===== config.mk =====
export PLATFORM = sky130hd
export DESIGN_NAME = power_state_wake_control
export DESIGN_NICKNAME = d
export VERILOG_FILES = /design/src/pm_wake_pkg.sv /design/src/pm_pulse_timer.sv /design/src/pm_sync2.sv /design/src/power_state_wake_control.sv
export SDC_FILE = /design/constraint.sdc
export NUM_CORES = 1
export LEC_CHECK = 0
export ABC_CLOCK_PERIOD_IN_PS = 2820
export BUFFER_PORTS_ARGS = -buffer_cell sky130_fd_sc_hd__buf_2
export CORE_ASPECT_RATIO = 2
export CORE_MARGIN = 10
export CORE_UTILIZATION = 45
export DETAILED_ROUTE_END_ITERATION = 6
export PLACE_DENSITY = 0.64
export SLEW_MARGIN = 40
export SYNTH_ARGS = -nofsm -noshare
export SYNTH_HDL_FRONTEND = slang
export SYNTH_SLANG_ARGS = --single-unit

===== constraint.sdc =====
create_clock -name mclk_i -period 2.82 [get_ports mclk_i]
set_input_delay 0.564 -clock mclk_i [delete_from_list [all_inputs] [get_ports mclk_i]]
set_output_delay 0.564 -clock mclk_i [all_outputs]
set_load 0.02 [all_outputs]

===== src/pm_wake_pkg.sv =====
// power-state and wake control package: encodings, reset values, timing constants
// assumes a 100 MHz core clock for every cycle count below
package pm_wake_pkg;

    // ****************************************
    // clock and timing
    // ****************************************
    localparam int unsigned CLK_PERIOD_NS = 10;
    localparam int unsigned READY_MAX_NS = 2_000_000;
    localparam int unsigned READY_MAX_CYCLES = READY_MAX_NS / CLK_PERIOD_NS;
    localparam int unsigned PIN_PULSE_NS = 50_000_000;
    localparam int unsigned PIN_PULSE_CYCLES = PIN_PULSE_NS / CLK_PERIOD_NS;

    // ****************************************
    // field encodings and reset values
    // ****************************************
    localparam logic [1:0] PSF_NORMAL = 2'h0;
    localparam logic [1:0] PSF_WAKE_FRAME = 2'h1;
    localparam logic [1:0] PSF_ENERGY = 2'h2;
    localparam logic [1:0] WSF_NONE = 2'h0;
    localparam logic [1:0] WSF_ENERGY = 2'h1;
    localparam logic [1:0] WSF_WAKE_FRAME = 2'h2;
    localparam logic [1:0] PSF_RESET = PSF_NORMAL;
    localparam logic [1:0] WSF_RESET = WSF_NONE;
    localparam int unsigned WSF_ENERGY_BIT = 0;
    localparam int unsigned WSF_FRAME_BIT = 1;

    typedef enum logic [1:0] {
        ST_NORMAL,
        ST_WAKE_FRAME_SLEEP,
        ST_ENERGY_SLEEP,
        ST_RESUME
    } pm_state_t;

endpackage : pm_wake_pkg


===== src/pm_pulse_timer.sv =====
// one-shot timer: active for LENGTH cycles after a start pulse
// assumes start is a single-cycle pulse on the core clock
`timescale 1ns/100ps
`default_nettype none
module pm_pulse_timer #(
    parameter int unsigned LENGTH = 16
) (
    input wire logic mclk_i,
    input wire logic nrst_i,
    input wire logic ce_i,
    input wire logic start_i,
    input wire logic abort_i,
    output logic active_o
);
    import pm_wake_pkg::*;

    localparam int unsigned CW = $clog2(LENGTH + 1);

    initial begin
        if (LENGTH < 1) begin
            $error("pulse length must be at least one cycle");
        end
    end

    typedef struct packed {
        logic [CW-1:0] left;
    } tmr_t;

    tmr_t cur;
    tmr_t next_cur;

    always_comb begin
        next_cur = cur;
        if (abort_i) begin
            next_cur.left = '0;
        end else if (start_i) begin
            next_cur.left = CW'(LENGTH);
        end else if (cur.left != '0) begin
            next_cur.left = cur.left - CW'(1);
        end
    end

    always_ff @(posedge mclk_i) begin
        if (!nrst_i) begin
            cur <= '0;
        end else if (ce_i) begin
            cur <= next_cur;
        end
    end

    assign active_o = (cur.left != '0);

endmodule : pm_pulse_timer
`default_nettype wire


===== src/pm_sync2.sv =====
// two-flop synchroniser for a single level from outside the core clock domain
// assumes the level is slow compared with the clock
`timescale 1ns/100ps
`default_nettype none
module pm_sync2 (
    input wire logic mclk_i,
    input wire logic nrst_i,
    input wire logic ce_i,
    input wire logic async_i,
    output logic sync_o
);
    import pm_wake_pkg::*;

    typedef struct packed {
        logic meta;
        logic stable;
    } sync_t;

    sync_t cur;
    sync_t next_cur;

    always_comb begin
        next_cur = cur;
        next_cur.meta = async_i;
        next_cur.stable = cur.meta;
    end

    always_ff @(posedge mclk_i) begin
        if (!nrst_i) begin
            cur <= '0;
        end else if (ce_i) begin
            cur <= next_cur;
        end
    end

    assign sync_o = cur.stable;

endmodule : pm_sync2
`default_nettype wire


===== src/power_state_wake_control.sv =====
// power-state and wake controller: sleep states, clock gating, wake pin and wake status
// assumes host access strobes and wake-frame detect come from logic on mclk_i;
// the line energy level comes from the analog front end and is synchronised here
`timescale 1ns/100ps
`default_nettype none
module power_state_wake_control #(
    parameter int unsigned READY_DELAY = pm_wake_pkg::READY_MAX_CYCLES,
    parameter int unsigned PIN_PULSE = pm_wake_pkg::PIN_PULSE_CYCLES
) (
    input wire logic mclk_i,
    input wire logic nrst_i,
    input wire logic ce_i,
    input wire logic host_read_i,
    input wire logic wake_write_i,
    input wire logic ctrl_write_i,
    input wire logic [1:0] wr_power_state_field_i,
    input wire logic wr_wake_frame_enable_i,
    input wire logic wr_energy_wake_enable_i,
    input wire logic wr_pin_enable_i,
    input wire logic wr_wake_pin_pulse_select_i,
    input wire logic [1:0] wr_wake_status_clear_i,
    input wire logic int_status_clear_i,
    input wire logic wake_frame_detect_i,
    input wire logic energy_present_i,
    input wire logic phy_general_powerdown_i,
    input wire logic energy_detect_powerdown_bit_i,
    input wire logic phy_flag_clear_i,
    input wire logic phy_int_enable_i,
    input wire logic wake_int_enable_i,
    output logic [1:0] power_state_field_o,
    output logic ready_o,
    output logic [1:0] wake_status_field_o,
    output logic wake_frame_enable_o,
    output logic energy_wake_enable_o,
    output logic pin_enable_o,
    output logic wake_pin_pulse_select_o,
    output logic wake_int_status_o,
    output logic host_irq_o,
    output logic wake_pin_o,
    output logic mac_clk_en_o,
    output logic mac_rx_pm_clk_en_o,
    output logic host_if_clk_en_o,
    output logic internal_clk_en_o,
    output logic phy_clk_en_o,
    output logic phy_core_power_o,
    output logic phy_tx_enable_o,
    output logic phy_auto_reset_o,
    output logic phy_energy_flag_o,
    output logic phy_irq_o
);
    import pm_wake_pkg::*;

    localparam int unsigned CW = $clog2(READY_DELAY + 1);

    initial begin
        if (READY_DELAY < 1 || READY_DELAY > READY_MAX_CYCLES) begin
            $error("ready delay must be 1 to the 2 ms cycle count");
        end
        if (PIN_PULSE < 1) begin
            $error("pin pulse must be at least one cycle");
        end
    end

    // ****************************************
    // state
    // ****************************************
    typedef struct packed {
        pm_state_t st;
        logic [1:0] wake_status;
        logic wf_en;
        logic energy_wake_enable;
        logic pin_en;
        logic pulse_sel;
        logic ready;
        logic read_seen;
        logic wake_int;
        logic pin_cond_d;
        logic gen_pd_d;
        logic energy_d;
        logic phy_flag;
        logic phy_reset;
        logic [CW-1:0] resume_cnt;
    } ctl_t;

    ctl_t cur;
    ctl_t next_cur;
    logic energy_sync;
    logic wake_irq_src;
    logic pin_cond;
    logic pin_rise;
    logic pulse_active;
    logic write_ok;

    pm_sync2 u_energy_sync (
        .mclk_i(mclk_i),
        .nrst_i(nrst_i),
        .ce_i(ce_i),
        .async_i(energy_present_i),
        .sync_o(energy_sync)
    );

    // internal wake interrupt: a status bit with its matching enable
    assign wake_irq_src = (cur.wake_status[WSF_FRAME_BIT] & cur.wf_en) |
                          (cur.wake_status[WSF_ENERGY_BIT] & cur.energy_wake_enable);
    assign pin_cond = wake_irq_src & cur.pin_en;
    assign pin_rise = pin_cond & ~cur.pin_cond_d;
    // host writes other than the wake write are ignored until ready and a first read
    assign write_ok = ctrl_write_i & cur.ready & cur.read_seen;

    pm_pulse_timer #(
        .LENGTH(PIN_PULSE)
    ) u_pin_pulse (
        .mclk_i(mclk_i),
        .nrst_i(nrst_i),
        .ce_i(ce_i),
        .start_i(pin_rise),
        .abort_i(~pin_cond),
        .active_o(pulse_active)
    );

    // ****************************************
    // next-state logic
    // ****************************************
    always_comb begin
        next_cur = cur;
        next_cur.pin_cond_d = pin_cond;
        next_cur.gen_pd_d = phy_general_powerdown_i;
        next_cur.energy_d = energy_sync;
        next_cur.phy_reset = 1'b0;
        if (host_read_i) begin
            next_cur.read_seen = 1'b1;
        end
        // control fields written only in normal state; otherwise all hold but wake status, which the sleep states set on detect
        if (write_ok) begin
            next_cur.wf_en = wr_wake_frame_enable_i;
            next_cur.energy_wake_enable = wr_energy_wake_enable_i;
            next_cur.pin_en = wr_pin_enable_i;
            next_cur.pulse_sel = wr_wake_pin_pulse_select_i;
            next_cur.wake_status = cur.wake_status & ~wr_wake_status_clear_i;
        end
        unique case (cur.st)
            ST_NORMAL: begin
                if (write_ok && wr_power_state_field_i == PSF_WAKE_FRAME) begin
                    next_cur.st = ST_WAKE_FRAME_SLEEP;
                    next_cur.ready = 1'b0;
                end else if (write_ok && wr_power_state_field_i == PSF_ENERGY &&
                             energy_detect_powerdown_bit_i) begin
                    next_cur.st = ST_ENERGY_SLEEP;
                    next_cur.ready = 1'b0;
                end
            end
            ST_WAKE_FRAME_SLEEP: begin
                if (wake_frame_detect_i) begin
                    next_cur.wake_status = WSF_WAKE_FRAME;
                end
            end
            ST_ENERGY_SLEEP: begin
                // level sensed, so a carrier present at entry reports at once
                if (energy_sync) begin
                    next_cur.wake_status = WSF_ENERGY;
                end
            end
            ST_RESUME: begin
                if (cur.resume_cnt == CW'(1)) begin
                    next_cur.st = ST_NORMAL;
                    next_cur.ready = 1'b1;
                end
                next_cur.resume_cnt = cur.resume_cnt - CW'(1);
            end
        endcase
        if (wake_write_i && (cur.st == ST_WAKE_FRAME_SLEEP || cur.st == ST_ENERGY_SLEEP)) begin
            next_cur.st = ST_RESUME;
            next_cur.resume_cnt = CW'(READY_DELAY);
            next_cur.read_seen = 1'b0;
        end
        // sticky status: set wins, write-one clear only once the source is gone
        if (wake_irq_src) begin
            next_cur.wake_int = 1'b1;
        end else if (int_status_clear_i && cur.read_seen) begin
            next_cur.wake_int = 1'b0;
        end
        // phy auto reset on general power-up, restore on energy return
        if (cur.gen_pd_d && !phy_general_powerdown_i) begin
            next_cur.phy_reset = 1'b1;
        end
        if (energy_detect_powerdown_bit_i && energy_sync && !cur.energy_d) begin
            next_cur.phy_reset = 1'b1;
            next_cur.phy_flag = 1'b1;
        end else if (phy_flag_clear_i) begin
            next_cur.phy_flag = 1'b0;
        end
    end

    always_ff @(posedge mclk_i) begin
        if (!nrst_i) begin
            cur <= '0;
            cur.st <= ST_NORMAL;
            cur.wake_status <= WSF_RESET;
            cur.ready <= 1'b1;
        end else if (ce_i) begin
            cur <= next_cur;
        end
    end

    // ****************************************
    // outputs
    // ****************************************
    always_comb begin
        unique case (cur.st)
            ST_NORMAL: power_state_field_o = PSF_NORMAL;
            ST_WAKE_FRAME_SLEEP: power_state_field_o = PSF_WAKE_FRAME;
            ST_ENERGY_SLEEP: power_state_field_o = PSF_ENERGY;
            ST_RESUME: power_state_field_o = PSF_NORMAL;
        endcase
    end

    assign ready_o = cur.ready;
    assign wake_status_field_o = cur.wake_status;
    assign wake_frame_enable_o = cur.wf_en;
    assign energy_wake_enable_o = cur.energy_wake_enable;
    assign pin_enable_o = cur.pin_en;
    assign wake_pin_pulse_select_o = cur.pulse_sel;
    assign wake_int_status_o = cur.wake_int;
    assign host_irq_o = cur.wake_int & wake_int_enable_i;
    assign wake_pin_o = cur.pulse_sel ? (pin_cond & pulse_active) : pin_cond;
    // clock gating follows the power state
    assign mac_clk_en_o = (cur.st == ST_NORMAL) || (cur.st == ST_RESUME);
    assign host_if_clk_en_o = (cur.st == ST_NORMAL) || (cur.st == ST_RESUME);
    assign mac_rx_pm_clk_en_o = (cur.st != ST_ENERGY_SLEEP);
    assign internal_clk_en_o = (cur.st != ST_ENERGY_SLEEP);
    assign phy_clk_en_o = (cur.st != ST_ENERGY_SLEEP);
    // only the management, squelch and energy logic stay up while powered down
    assign phy_core_power_o = ~cur.gen_pd_d & ~(energy_detect_powerdown_bit_i & ~energy_sync);
    assign phy_tx_enable_o = phy_core_power_o;
    assign phy_auto_reset_o = cur.phy_reset;
    assign phy_energy_flag_o = cur.phy_flag;
    assign phy_irq_o = cur.phy_flag & phy_int_enable_i;

    // ****************************************
    // assertions
    // ****************************************
    a_sleep_clears_ready: assert property (@(posedge mclk_i) disable iff (!nrst_i)
        (cur.st != ST_NORMAL) |-> !ready_o)
        else $error("ready high outside normal state");

    a_wake_to_resume: assert property (@(posedge mclk_i) disable iff (!nrst_i)
        (ce_i && wake_write_i && (cur.st == ST_WAKE_FRAME_SLEEP || cur.st == ST_ENERGY_SLEEP))
        |=> (cur.st == ST_RESUME) && (power_state_field_o == PSF_NORMAL))
        else $error("wake write did not start resume");

    a_resume_count_bound: assert property (@(posedge mclk_i) disable iff (!nrst_i)
        (cur.st == ST_RESUME) |-> (cur.resume_cnt <= CW'(READY_DELAY)) && (cur.resume_cnt != '0))
        else $error("resume counter out of range");

    a_frame_status: assert property (@(posedge mclk_i) disable iff (!nrst_i)
        (ce_i && cur.st == ST_WAKE_FRAME_SLEEP && wake_frame_detect_i && !wake_write_i)
        |=> (wake_status_field_o == WSF_WAKE_FRAME))
        else $error("frame detect did not set status");

    a_energy_status: assert property (@(posedge mclk_i) disable iff (!nrst_i)
        (ce_i && cur.st == ST_ENERGY_SLEEP && energy_sync && !wake_write_i)
        |=> (wake_status_field_o == WSF_ENERGY))
        else $error("energy detect did not set status");

    a_int_sticky: assert property (@(posedge mclk_i) disable iff (!nrst_i)
        (ce_i && wake_irq_src) |=> wake_int_status_o)
        else $error("wake interrupt status not set");

    a_pin_needs_enable: assert property (@(posedge mclk_i) disable iff (!nrst_i)
        wake_pin_o |-> cur.pin_en && wake_irq_src)
        else $error("wake pin active without enables");

    a_pin_steady: assert property (@(posedge mclk_i) disable iff (!nrst_i)
        (pin_cond && !cur.pulse_sel) |-> wake_pin_o)
        else $error("static wake pin not driven");

    a_energy_clocks_off: assert property (@(posedge mclk_i) disable iff (!nrst_i)
        (cur.st == ST_ENERGY_SLEEP) |-> !(mac_clk_en_o || host_if_clk_en_o || internal_clk_en_o))
        else $error("clocks running in energy sleep");

    a_write_gated: assert property (@(posedge mclk_i) disable iff (!nrst_i)
        (ce_i && ctrl_write_i && !cur.read_seen && !wake_write_i) |=> $stable(cur.wf_en))
        else $error("write took effect before first read");

endmodule : power_state_wake_control
`default_nettype wire


# Word level (Yosys, flattened, before mapping)
# Index checks and enable logic that the tools add are counted.
[totals]
regBits = 59
in_bits = 22
output_inout_bits = 22
wordCells = 107
[classes]
addsub = 2
eq_ne = 12
mux = 28
n_bitwise = 18
n_reduce_logical = 29
[ops]
columns = ["operator", "count"]
rows = [
  ["23-bit 2-to-1 mux", 3],
  ["18-bit 2-to-1 mux", 2],
  ["23-bit nonzero test", 1],
  ["23-bit by 1-bit subtractor with 23-bit output (second input constant)", 1],
  ["18-bit by 1-bit == test with 1-bit output (second input constant)", 1],
  ["18-bit by 1-bit subtractor with 18-bit output (second input constant)", 1],
  ["1-bit 2-to-1 mux", 12],
  ["2-bit 2-to-1 mux", 6],
  ["2-bit AND reduction", 6],
  ["1-bit bitwise AND", 11],
  ["2-bit nonzero test", 5],
  ["1-bit logical AND", 8],
  ["2-bit one-hot mux with 2 select lines", 2],
  ["4-bit AND reduction", 2],
  ["2-bit == test (second input constant)", 3],
  ["6-bit 2-to-1 mux", 1],
  ["3-bit != test (second input constant)", 2],
  ["2-bit one-hot mux with 3 select lines", 1],
  ["2-bit by 1-bit == test with 1-bit output (second input constant)", 2],
  ["2-bit != test (second input constant)", 2],
  ["4-bit != test (second input constant)", 1],
  ["1-bit NOT", 4],
  ["3-bit by 1-bit != test with 1-bit output (second input constant)", 1],
  ["3-bit nonzero test", 1],
  ["other kinds (8)", 10],
]

# Depth between registers and ports, before layout
# Gate-level depths: netlist of the first run.
[depth]
depth_word = 8
mapped_depth = 8
ltp_nobuf = 7

# By module
# From an unflattened synthesis of the first run, not the netlist that was laid out.
[hier_totals]
hier_cells = 356
hier_area_um2 = 3074.2
[modules_own_cells]
columns = ["module", "instances", "cells_each", "area_per_inst_um2", "seq_area_each_um2"]
rows = [
  ["power_state_wake_control", 1, 197, 1725.4, 680.7],
  ["pm_pulse_timer", 1, 153, 1276.2, 460.4],
  ["pm_sync2", 1, 6, 72.6, 40.0],
]

# Least setup slack after synthesis of the first run
# Ideal clock, no wire load.
[synth_path]
path_type = "register to register"
start = "reg u_pin_pulse.cur[0] (netlist bit)"
end = "reg u_pin_pulse.cur[20] (netlist bit)"
setup_ns = 0.070
arrival_time_ns = 2.118
required_ns = 2.750
slack_ns = 0.632
path_stages_with_launch = 9
n_path_buf = 1
synth_period_minus_slack_ns = 2.188
cell_sequence = "dfxtp_1 inv_1 ha_1 or3b_1 clkbuf_1 nor4_4 o2111ai_2 or4_1 a21oi_1"
[synth_between]
elab_chain_len = 4
elab_cells_between_ends = 7
classes_between = "1 x add/sub; 1 x eq/ne; 3 x mux; 2 x reduce/logical"
[synth_lines]
columns = ["item", "line", "source"]
rows = [
  ["from (decl)", "pm_pulse_timer.sv:29", "tmr_t cur;"],
  ["from (signal assigned)", "pm_pulse_timer.sv:47", "cur <= next_cur;"],
  ["23-bit by 1-bit subtractor with 23-bit output", "pm_pulse_timer.sv:39", "next_cur.left = cur.left - CW'(1);"],
  ["23-bit 2-to-1 mux", "pm_pulse_timer.sv:38", "end else if (cur.left != '0) begin"],
  ["23-bit 2-to-1 mux", "pm_pulse_timer.sv:36", "end else if (start_i) begin"],
  ["23-bit 2-to-1 mux", "pm_pulse_timer.sv:34", "if (abort_i) begin"],
]
# Several ways; a longest one is shown, not always the timed one. The select of a mux whose other input is x is not followed.
# A chain may end at the register's enable or synchronous reset.

# Final worst setup path of the first run
[layout_path]
start = "reg u_pin_pulse.cur[19] (netlist bit)"
end = "out wake_pin_o"
[layout_between]
elab_chain_len = 3
[layout_lines]
columns = ["item", "line", "source"]
rows = [
  ["23-bit nonzero test", "pm_pulse_timer.sv:51", "assign active_o = (cur.left != '0);"],
  ["1-bit bitwise AND", "power_state_wake_control.sv:225", "assign wake_pin_o = cur.pulse_sel ? (pin_cond & pulse_active) : pin_cond;"],
  ["1-bit 2-to-1 mux", "power_state_wake_control.sv:225", ""],
  ["to (decl)", "power_state_wake_control.sv:39", "output logic wake_pin_o,"],
]
# Every way passes these cells.

==> results of run 1 <==
[placed cells by master (no fill, tap or decap), drive strengths merged, types with 4 or more instances in the layout]
cell,netlist,routed
o211ai,4,4
nand2,33,33
a31oi,4,4
or2,5,5
nand4,10,10
ha,7,7
dfxtp,59,59
o21ai,23,23
xnor2,14,14
nor3,12,12
buf,11,50
o31ai,5,5
or4,10,10
nor2,35,35
clkbuf,11,12
o22ai,5,5
inv,18,18
or3,11,11
nand3,27,27
mux2i,4,4
nor4,13,13
a21oi,37,37
[logic make-up after synthesis]
| kind of cell | synth area share |
|---|---|
| AND/OR/NAND/NOR | 0.294 |
| AO/OA/AOI/OAI | 0.187 |
| flip-flops | 0.376 |
| buffers and inverters | 0.0578 |
| XOR/XNOR | 0.0447 |
| adder cells (fa/ha/maj) | 0.0279 |
| multiplexers | 0.0128 |
[power breakdown]
group	internal (mW)	switching (mW)	total (mW)	leakage (nW)
Sequential	0.880	0.0422	0.922	0.477
Combinational	0.169	0.265	0.434	0.896
Clock	0.638	0.388	1.03	0.135
[worst min-delay path by stage]
stage,from,endpoint,slack (ns),cells past startpoint
2_1_floorplan,u_pin_pulse.cur[15],u_pin_pulse.cur[15],0.44,2
3_3_place_gp,phy_auto_reset_o,phy_auto_reset_o,0.45,2
3_5_place_dp,phy_auto_reset_o,phy_auto_reset_o,0.45,2
4_1_cts,phy_auto_reset_o,phy_auto_reset_o,0.46,2
5_1_grt,phy_auto_reset_o,phy_auto_reset_o,0.49,2
6_report,phy_auto_reset_o,phy_auto_reset_o,0.46,2
[worst max-delay path, cell delays in order, from the launching register on]
cell     delay (ns)
dfxtp_1        0.36
nor4_1         0.41
nand4_1        0.14
buf_4          0.21
nor2_2         0.23
a21oi_1        0.10
buf_2          0.16
[stage by stage]
| step | power [mW] | instance area [um2] | hold WS, ns | utilization |
|---|---|---|---|---|
| after floorplan | 1.28 | 3140 | 0.443 | - |
| after global placement | 1.37 | 3400 | 0.449 | 0.493 |
| after detailed placement | 1.37 | 3400 | 0.453 | 0.493 |
| after CTS | 2.40 | 3680 | 0.459 | 0.534 |
| after global routing | 2.47 | 3690 | 0.486 | 0.536 |
| final | 2.38 | 3690 | 0.457 | 0.536 |
[flip-flops by register name, summed over array words and instances, names as in the netlist]
signal / cells
phy_auto_reset_o: 1
wake_status_field_o: 2
pin_enable_o: 1
u_energy_sync.sync_o: 1
ready_o: 1
cur: 24
wake_int_status_o: 1
u_pin_pulse.cur: 23
energy_wake_enable_o: 1
u_energy_sync.cur: 1
phy_energy_flag_o: 1
wake_frame_enable_o: 1
wake_pin_pulse_select_o: 1
[timing repair]
| action | in CTS | in global routing |
|---|---|---|
| buffers inserted | 0 | 1 |
| setup endpoints to repair | 0 | 1 |
| gates resized for setup | 0 | 1 |
| hold buffers | 0 | 0 |
[per-layer routing]
layer,vias up,GRT usage
li1,1498,-
met1,1410,0.158
met2,82,0.291
met3,38,0.0448
met4,0,0.111
met5,-,0
[layout make-up]
type	instances	area [um2]
Fill cell	720	3200
Multi-Input combinational cell	291	1780
Sequential cell	59	1180
Timing Repair Buffer	50	268
Clock buffer	12	256
Tap cell	90	113
Inverter	18	67.6
Clock inverter	4	25.0
==> metrics.cfg, run 1 <==
[synthesis]
synth_area_leaders=dfxtp_1 38%, a21oi_1 5.7%, nand3_1 4.3%, nor2_1 4.2%, nand2_1 3.9%
synth_fp_nets=419
synth-seq-cells=59
syn_inst=390
yosysTopAreaCellShare=0.376
synth.most_common_cell=dfxtp_1
synth-edff-count=0
synth_common_cells=59 x dfxtp_1, 36 x a21oi_1, 35 x nor2_1, 33 x nand2_1, 27 x nand3_1
synth_warnings=0
ys.flop_type=dfxtp_1
yosys.area.top_type=dfxtp_1
avgSynthCellArea_um2=8.05
syn_area_mm2=0.00314
async_flop_share=0
seq_area_frac_synth=0.376
synth_cell_types=52

[floorplanning]
rows=43
start_util=0.456
io_pins=44
die-area_mm2=0.0109
core_area_mm2=0.00689
die_w_um=79.1
die_y_um=138

[critical_path]
rrSetupSlack_ns=0.42
arrival_ns=1.94
cp-endpoint=wake_pin_o
cp-startpoint=u_pin_pulse.cur[19]
critical_path_class=reg -> out
reg2reg_depth=7
crit_fanout=9
end_kind=primary output
timing.rr.end=u_pin_pulse.cur[20]
startpoint_type=flip-flop
crit_required_ns=2.26
r2r-start=u_pin_pulse.cur[0]

[timing]
worstMarginPinSlew_ns=0.671
finalHoldViolations=0
slew_violations=0
setup_viol=0
max_slew_margin=0.551
finClkSkew_ns=0.00545
setup_tns_ns=0
worst_slack_ns=0.317
min_period_over_period=0.888
rsz0062_at_grt=false
min_period_ns=2.50
fmax_mhz=400

[clock_tree]
clkTransAtPathRegs_ns=0.05
cts-root-buf=clkbuf_16
cts.sink_count=59
clock_latency_ns=0.33
htreeDepth=3
cts_buffers=9
cts_tree=done
cts_buffer_depth=2

[placed_design]
hpwl_um=6700
numPortBuffers=43
dp.cells=507
globalplace.congestion=0.900
dp_slack_ns=0.446

[global_routing]
grt_start_max_net_pins=27
grt_usage=0.165
grt_pass1_vias=3024
antenna_found_initial=0
grt_overflow=0
grt_pass1_wl_um=14600

[routing]
dr.pass1.iters=4
routed_via_density=5.78
top_layer=met4
drt-initial-drc-count=239
met3WireLength_um=313
drc=0
vias=3028
wl_um=8750
wl_per_cell_um=16.7
ant_nets=0
met2_length_um=4750
met1_length_um=3220

[min_path]
min-delay-path-class=reg -> reg

[status]
status=completed

[cells_and_area]
syn_to_final_growth_pct=17.5
nets=458
final_layout_size_suffix_gt1_frac=0.196
final_cells=524
n_antenna_cell=0

[power]
power_density_mw_per_mm2=646
p_leak_nw=1.51
ir_drop_uv=459

[job]
cap_violations=0

Note: power is estimated with default switching activity, not from simulation.
==> run 2, diff against run 1 <==
CORE_MARGIN = 1   (was 10)
SETUP_SLACK_MARGIN = 0.02   (was unset)
==> metrics.cfg, run 2 (synthesis results as in run 1) <==
[critical_path]
r2r-start=u_pin_pulse.cur[0]  ; unchanged
startpoint_type=flip-flop  ; unchanged
arrival_ns=2.11  ; was 1.94 ns
crit_fanout=7  ; was 9
crit_required_ns=2.26  ; about the same
timing.rr.end=u_pin_pulse.cur[20]  ; unchanged
end_kind=primary output  ; unchanged
cp-startpoint=u_pin_pulse.cur[0]  ; was u_pin_pulse.cur[19]
reg2reg_depth=7  ; unchanged
critical_path_class=reg -> out  ; unchanged
rrSetupSlack_ns=0.49  ; was 0.42 ns

[power]
power_switching_mw=0.697  ; was 0.695 mW
ir_drop_uv=506  ; was 459 uV
power_density_mw_per_mm2=671  ; was 646 mW/mm2
report.power.total_mw=2.50  ; was 2.38 mW
cell_internal_pwr_mw=1.80  ; was 1.69 mW
clkPwrFrac=0.456  ; was 0.431
p_sw_frac=0.279  ; was 0.292
p_seq_frac=0.368  ; was 0.387
comb_power_share=0.176  ; was 0.182
p_leak_nw=1.53  ; was 1.51 nW

[routing]
dr.pass1.iters=4  ; unchanged
wl_per_cell_um=15.8  ; was 16.7 um
drt-initial-drc-count=160  ; was 239
routed_via_density=5.80  ; was 5.78
ant_nets=0  ; unchanged
wl_um=8250  ; was 8750 um
drc=0  ; unchanged
vias=3035  ; was 3028

[timing]
worst_slack_ns=0.146  ; was 0.317 ns
finalHoldViolations=0  ; unchanged
setup_tns_ns=0  ; unchanged
finClkSkew_ns=0.00457  ; was 0.00545 ns
slew_violations=0  ; unchanged
fmax_mhz=374  ; was 400 MHz
min_period_over_period=0.948  ; was 0.888
rsz0062_at_grt=false  ; unchanged
worstMarginPinSlew_ns=0.672  ; was 0.671 ns
setup_viol=0  ; unchanged
max_slew_margin=0.550  ; was 0.551
min_period_ns=2.67  ; was 2.50 ns

[cells_and_area]
multiInputGateArea_mm2=0.00178  ; unchanged
final_cells=523  ; was 524
regArea_mm2=0.00118  ; unchanged
layout_common_cells=59 x dfxtp_1, 43 x buf_2, 36 x a21oi_1  ; unchanged
n_antenna_cell=0  ; unchanged
final_common_cell=dfxtp_1  ; unchanged
largest-register=cur  ; unchanged
largest_register_ff_count=24  ; unchanged
fillerInstances=685  ; was 720
final_layout_size_suffix_gt1_frac=0.200  ; was 0.196
nets=459  ; was 458
syn_to_final_growth_pct=18.7  ; was 17.5%
final_core_util=0.558  ; was 0.536

[placed_design]
globalplace.congestion=0.872  ; was 0.900
dp.cells=504  ; was 507
hpwl_um=6160  ; was 6700 um
dp_slack_ns=0.411  ; was 0.446 ns
numPortBuffers=43  ; unchanged

[min_path]
min-delay-path-class=reg -> reg  ; unchanged
min_to=phy_auto_reset_o  ; unchanged
holdCritStartpoint=phy_auto_reset_o  ; unchanged
min_path_cells=2  ; unchanged

[global_routing]
grt_pass1_wl_um=13300  ; was 14600 um
busiest_layer=met2  ; unchanged
grt_pass1_vias=2995  ; was 3024
grt_usage=0.245  ; was 0.165
use_met1=0.235  ; was 0.158
grt_start_max_net_pins=28  ; was 27
antenna_found_initial=0  ; unchanged
grt_overflow=0  ; unchanged
grt_use_met2=0.431  ; was 0.291
grtUsageMet3=0.0603  ; was 0.0448

[floorplanning]
start_util=0.470  ; was 0.456
die-area_mm2=0.00733  ; was 0.0109 mm2
die_w_um=61.1  ; was 79.1 um
die_y_um=120  ; was 138 um
core_area_mm2=0.00667  ; was 0.00689 mm2
rows=42  ; was 43
io_pins=44  ; unchanged

[clock_tree]
cts.sink_count=59  ; unchanged
clkTransAtPathRegs_ns=0.05  ; about the same
cts_buffer_depth=2  ; unchanged
htreeDepth=3  ; unchanged
clock_latency_ns=0.33  ; about the same
cts-root-buf=clkbuf_16  ; unchanged
cts_buffers=9  ; unchanged
cts_tree=done  ; unchanged

[status]
status=completed  ; unchanged

[job]
cap_violations=0  ; unchanged

run 2: cell count changes in the layout (fill, tap and decap cells not counted), sizes merged:
cell      before  now
buf           50   51
bufinv         0    1
clkinvlp       2    1
run 2: worst max-delay path, stage by stage (launching register included):
cell and delay, ns:
dfxtp_1 0.35, inv_1 0.09, ha_1 0.20, nor4b_1 0.24
nand4_1 0.32, nor2_2 0.30, a21oi_1 0.10, buf_2 0.16
run 2: power by group through the flow:
stage / clock network (mW) / registers [mW] / logic [mW]
2_1_floorplan: 0 / 0.933 / 0.350
3_3_place_gp: 0 / 0.937 / 0.421
3_5_place_dp: 0 / 0.939 / 0.427
4_1_cts: 1.15 / 0.921 / 0.430
5_1_grt: 1.19 / 0.926 / 0.482
6_report: 1.14 / 0.921 / 0.440
run 2: worst max-delay path by stage:
stage,endpoint,slack [ns],cells past startpoint
after global placement,wake_pin_o,0.48,5
final,wake_pin_o,0.15,7
after detailed placement,wake_pin_o,0.41,5
after global routing,wake_pin_o,0.02,7
after CTS,wake_pin_o,0.05,7
after floorplan,u_pin_pulse.cur[20],0.63,8
run 2: repair_timing:
action | 4_1_cts | 5_1_grt
endpoints found under the setup margin | 0 | 1
resized for setup | 0 | 1
hold buffers | 0 | 0
setup buffers | 0 | 3
endpoints found under the hold margin | 0 | 0
run 2: through the flow:
step           cell area (um2)  hold WS (ns)
2_1_floorplan             3140         0.443
3_3_place_gp              3390         0.458
3_5_place_dp              3390         0.456
4_1_cts                   3700         0.463
5_1_grt                   3730         0.495
6_report                  3730         0.462
run 2: layout make-up:
class	count	share of cell area
clock buffers	12	0.0715
clock inverters	4	0.0128
inverters	18	0.0181
multi-input cells	291	0.477
flip-flops and latches	59	0.317
well taps	88	0.0296
repair buffers	51	0.0739
run 2: routing by layer:
| metal | up-vias | share of wire |
|---|---|---|
| li1 | 1499 | - |
| met1 | 1436 | 0.37 |
| met2 | 74 | 0.56 |
| met3 | 26 | 0.029 |
| met4 | 0 | 0.042 |
| met5 | - | 0 |
==> run 3, diff against run 2 <==
SYNTH_HIERARCHICAL = 1   (was unset)
==> metrics.cfg, run 3 <==
[synthesis]
synth.most_common_cell=dfxtp_1  ; unchanged
synth_fa_ha_area_frac=0.0285  ; was 0.0279
synth_fp_nets=385  ; was 419
synth-seq-cells=59  ; unchanged
seq_area_frac_synth=0.384  ; was 0.376
synth_compound_area_frac=0.200  ; was 0.187
synth-edff-count=0  ; unchanged
synth.mux.area_fraction=0.0228  ; was 0.0128
synth_warnings=6  ; was 0
syn_inst=356  ; was 390
ys.flop_type=dfxtp_1  ; unchanged
yosysTopAreaCellShare=0.384  ; was 0.376
synthSimpleGateAreaFrac=0.239  ; was 0.294
syn_area_mm2=0.00307  ; was 0.00314 mm2
synth_top_family_by_area=simple AND/OR/NAND/NOR gates  ; unchanged
yosys.area.top_type=dfxtp_1  ; unchanged
async_flop_share=0  ; unchanged
avgSynthCellArea_um2=8.64  ; was 8.05 um2
synth_area_leaders=dfxtp_1 38%, nor2_1 4.3%, xnor2_1 3.7%, a21oi_1 3.3%, ha_1 2.8%  ; was dfxtp_1 38%, a21oi_1 5.7%, nand3_1 4.3%, nor2_1 4.2%, nand2_1 3.9%
synth_common_cells=59 x dfxtp_1, 35 x nor2_1, 20 x a21oi_1, 19 x inv_1, 18 x nand2_1  ; was 59 x dfxtp_1, 36 x a21oi_1, 35 x nor2_1, 33 x nand2_1, 27 x nand3_1
synth-xor-area-share=0.0627  ; was 0.0447
synth_cell_types=55  ; was 52

[timing]
min_period_over_period=1.03  ; was 0.948
rsz0062_at_grt=true  ; was false
max_slew_margin=0.629  ; was 0.550
finalHoldViolations=0  ; unchanged
worst_slack_ns=-0.0859  ; was 0.146 ns
setup_viol=1  ; was 0
whs_ns=0.478  ; was 0.462 ns
slew_violations=0  ; unchanged
worstMarginPinSlew_ns=0.552  ; was 0.672 ns
finClkSkew_ns=0.00369  ; was 0.00457 ns
fmax_mhz=344  ; was 374 MHz
min_period_ns=2.91  ; was 2.67 ns

[cells_and_area]
final_area_mm2=0.00378  ; was 0.00373 mm2
layout_common_cells=54 x dfxtp_1, 42 x buf_2, 35 x nor2_1  ; was 59 x dfxtp_1, 43 x buf_2, 36 x a21oi_1
largest_register_ff_count=24  ; unchanged
multiInputGateArea_mm2=0.00173  ; was 0.00178 mm2
regArea_mm2=0.00119  ; was 0.00118 mm2
nets=442  ; was 459
final_core_util=0.571  ; was 0.558
final_common_cell=dfxtp_1  ; unchanged
syn_to_final_growth_pct=22.9  ; was 18.7%
largest-register=cur  ; unchanged
fillerInstances=652  ; was 685
final_layout_size_suffix_gt1_frac=0.256  ; was 0.200
n_antenna_cell=0  ; unchanged

[global_routing]
grt_pass1_wl_um=12900  ; was 13300 um
grt_usage=0.244  ; was 0.245
grt_start_max_net_pins=24  ; was 28
grt_overflow=0  ; unchanged
antenna_found_initial=0  ; unchanged
grt_pass1_vias=2831  ; was 2995

[critical_path]
crit_chain=or4_4 -> or4_4 -> or3_4 -> inv_2 -> a21oi_2 -> buf_6  ; was inv_1 -> ha_1 -> nor4b_1 -> nand4_1 -> nor2_2 -> a21oi_1 -> buf_2
crit_fanout=2  ; was 7
arrival_ns=2.34  ; was 2.11 ns
end_kind=primary output  ; unchanged
crit_required_ns=2.26  ; about the same
worst_path_most_repeated_cell=or4_4
critical_path_buf_inv_count=2  ; unchanged
cp_slowest_cell=or4_4  ; was dfxtp_1
critical-path-max-stage-delay_ns=0.55  ; was 0.35 ns
startpoint_type=flip-flop  ; unchanged
critical_path_class=reg -> out  ; unchanged
path_delay_family=simple AND/OR/NAND/NOR gates  ; unchanged

[status]
failed_checks=negative setup slack
status=finished with violations  ; was completed

[placed_design]
hpwl_um=5910  ; was 6160 um
place_area_mm2=0.00343  ; was 0.00339 mm2
numPortBuffers=43  ; unchanged
globalplace.congestion=0.894  ; was 0.872

[clock_tree]
cts-root-buf=clkbuf_16  ; unchanged
clock_latency_ns=0.33  ; about the same
cts_hold_buf=0  ; unchanged
cts.sink_count=59  ; unchanged
cts_tree=done  ; unchanged
htreeDepth=3  ; unchanged
clkTransAtPathRegs_ns=0.05  ; about the same
cts_buffer_depth=2  ; unchanged
cts_buffers=9  ; unchanged

[routing]
dr.pass1.iters=4  ; unchanged
drc=0  ; unchanged
vias=2832  ; was 3035
ant_nets=0  ; unchanged
routed_via_density=5.60  ; was 5.80
wl_per_cell_um=15.6  ; was 15.8 um
wl_um=7900  ; was 8250 um
drt-initial-drc-count=108  ; was 160

[power]
ir_drop_uv=417  ; was 506 uV
power_density_mw_per_mm2=634  ; was 671 mW/mm2
p_leak_nw=1.59  ; was 1.53 nW

[floorplanning]
core_area_mm2=0.00662  ; was 0.00667 mm2
die-area_mm2=0.00719  ; was 0.00733 mm2
die_w_um=60.4  ; was 61.1 um
rows=42  ; unchanged
die_y_um=119  ; was 120 um
start_util=0.464  ; was 0.470
io_pins=44  ; unchanged

[job]
cap_violations=0  ; unchanged

[min_path]
min-delay-path-class=reg -> reg  ; unchanged

run 3: cell count changes after synthesis, moves of 5 or more:
cell      change
xor2_1        +7
a21oi_1      -16
a21boi_0      +9
nor2b_1       +9
nand3_1      -19
o21ai_0       -7
nand4_1       -5
or2_2         -5
nand2_1      -15
run 3: stage by stage:
| step | setup TNS [ns] | worst slack (ns) | std cells | power (mW) |
|---|---|---|---|---|
| 3_5_place_dp | 0 | 0.0463 | 486 | 1.38 |
| 4_1_cts | -0.139 | -0.139 | 506 | 2.41 |
| 5_1_grt | -0.150 | -0.150 | 506 | 2.50 |
| 6_report | -0.0859 | -0.0859 | 506 | 2.39 |
| 3_3_place_gp | 0 | 0.0527 | 486 | 1.38 |
| 2_1_floorplan | 0 | 0.106 | 356 | 1.24 |
run 3: area by class of cell:
class                           count  share of cell area
Clock buffer                       14              0.0699
Timing Repair Buffer               67               0.106
Tap cell                           88              0.0291
Clock inverter                      2             0.00265
Inverter                           19              0.0189
Sequential cell                    59               0.315
Multi-Input combinational cell    257               0.458
run 3: report_power, final:
part / switching (mW) / leakage (nW) / internal [mW] / total [mW]
clock: 0.360 / 0.137 / 0.639 / 0.999
sequential: 0.0357 / 0.481 / 0.874 / 0.909
combinational: 0.271 / 0.976 / 0.215 / 0.486
total: 0.667 / 1.59 / 1.73 / 2.39
run 3: metal layers:
metal / global-route usage / vias to the layer above / wire length, um
met5: 0 / - / 0
met4: 0.169 / 0 / 406
met3: 0.0630 / 26 / 243
met2: 0.433 / 63 / 4440
met1: 0.226 / 1347 / 2810
li1: - / 1396 / -
run 3: final timing paths:
| path | startpoint | end | slack [ns] | cells after the start |
|---|---|---|---|---|
| setup / recovery | u_pin_pulse/cur[21] | wake_pin_o | -0.09 | 6 |
| hold / removal | cur[4] | cur[4] | 0.48 | 2 |
| setup reg to reg | u_pin_pulse/cur[0] | u_pin_pulse/cur[21] | 0.36 | 6 |
| hold reg to reg | cur[4] | cur[4] | 0.48 | 2 |
run 3: repair_timing:
| action | in CTS | in global routing |
|---|---|---|
| buffers inserted | 4 | 0 |
| pin swaps | 5 | 1 |
| resized for setup | 15 | 1 |
| endpoints found under the setup margin | 1 | 1 |
run 3: cell families (layout without fill, tap and decap cells):
| group | after synthesis | in the layout |
|---|---|---|
| xor+xnor | 22 | 22 |
| flops | 59 | 59 |
| buf+inv | 40 | 102 |
| compound gates | 88 | 88 |
| mux | 7 | 7 |
| simple gates | 133 | 133 |
| fa+ha+maj | 7 | 7 |
run 3: worst register-to-register path: stages (launching register included):
cell and delay [ns]:
dfxtp_2 0.32, buf_4 0.13, or4_1 0.57, or2_1 0.32
or3_1 0.44, or4_1 0.44, a21oi_1 0.16
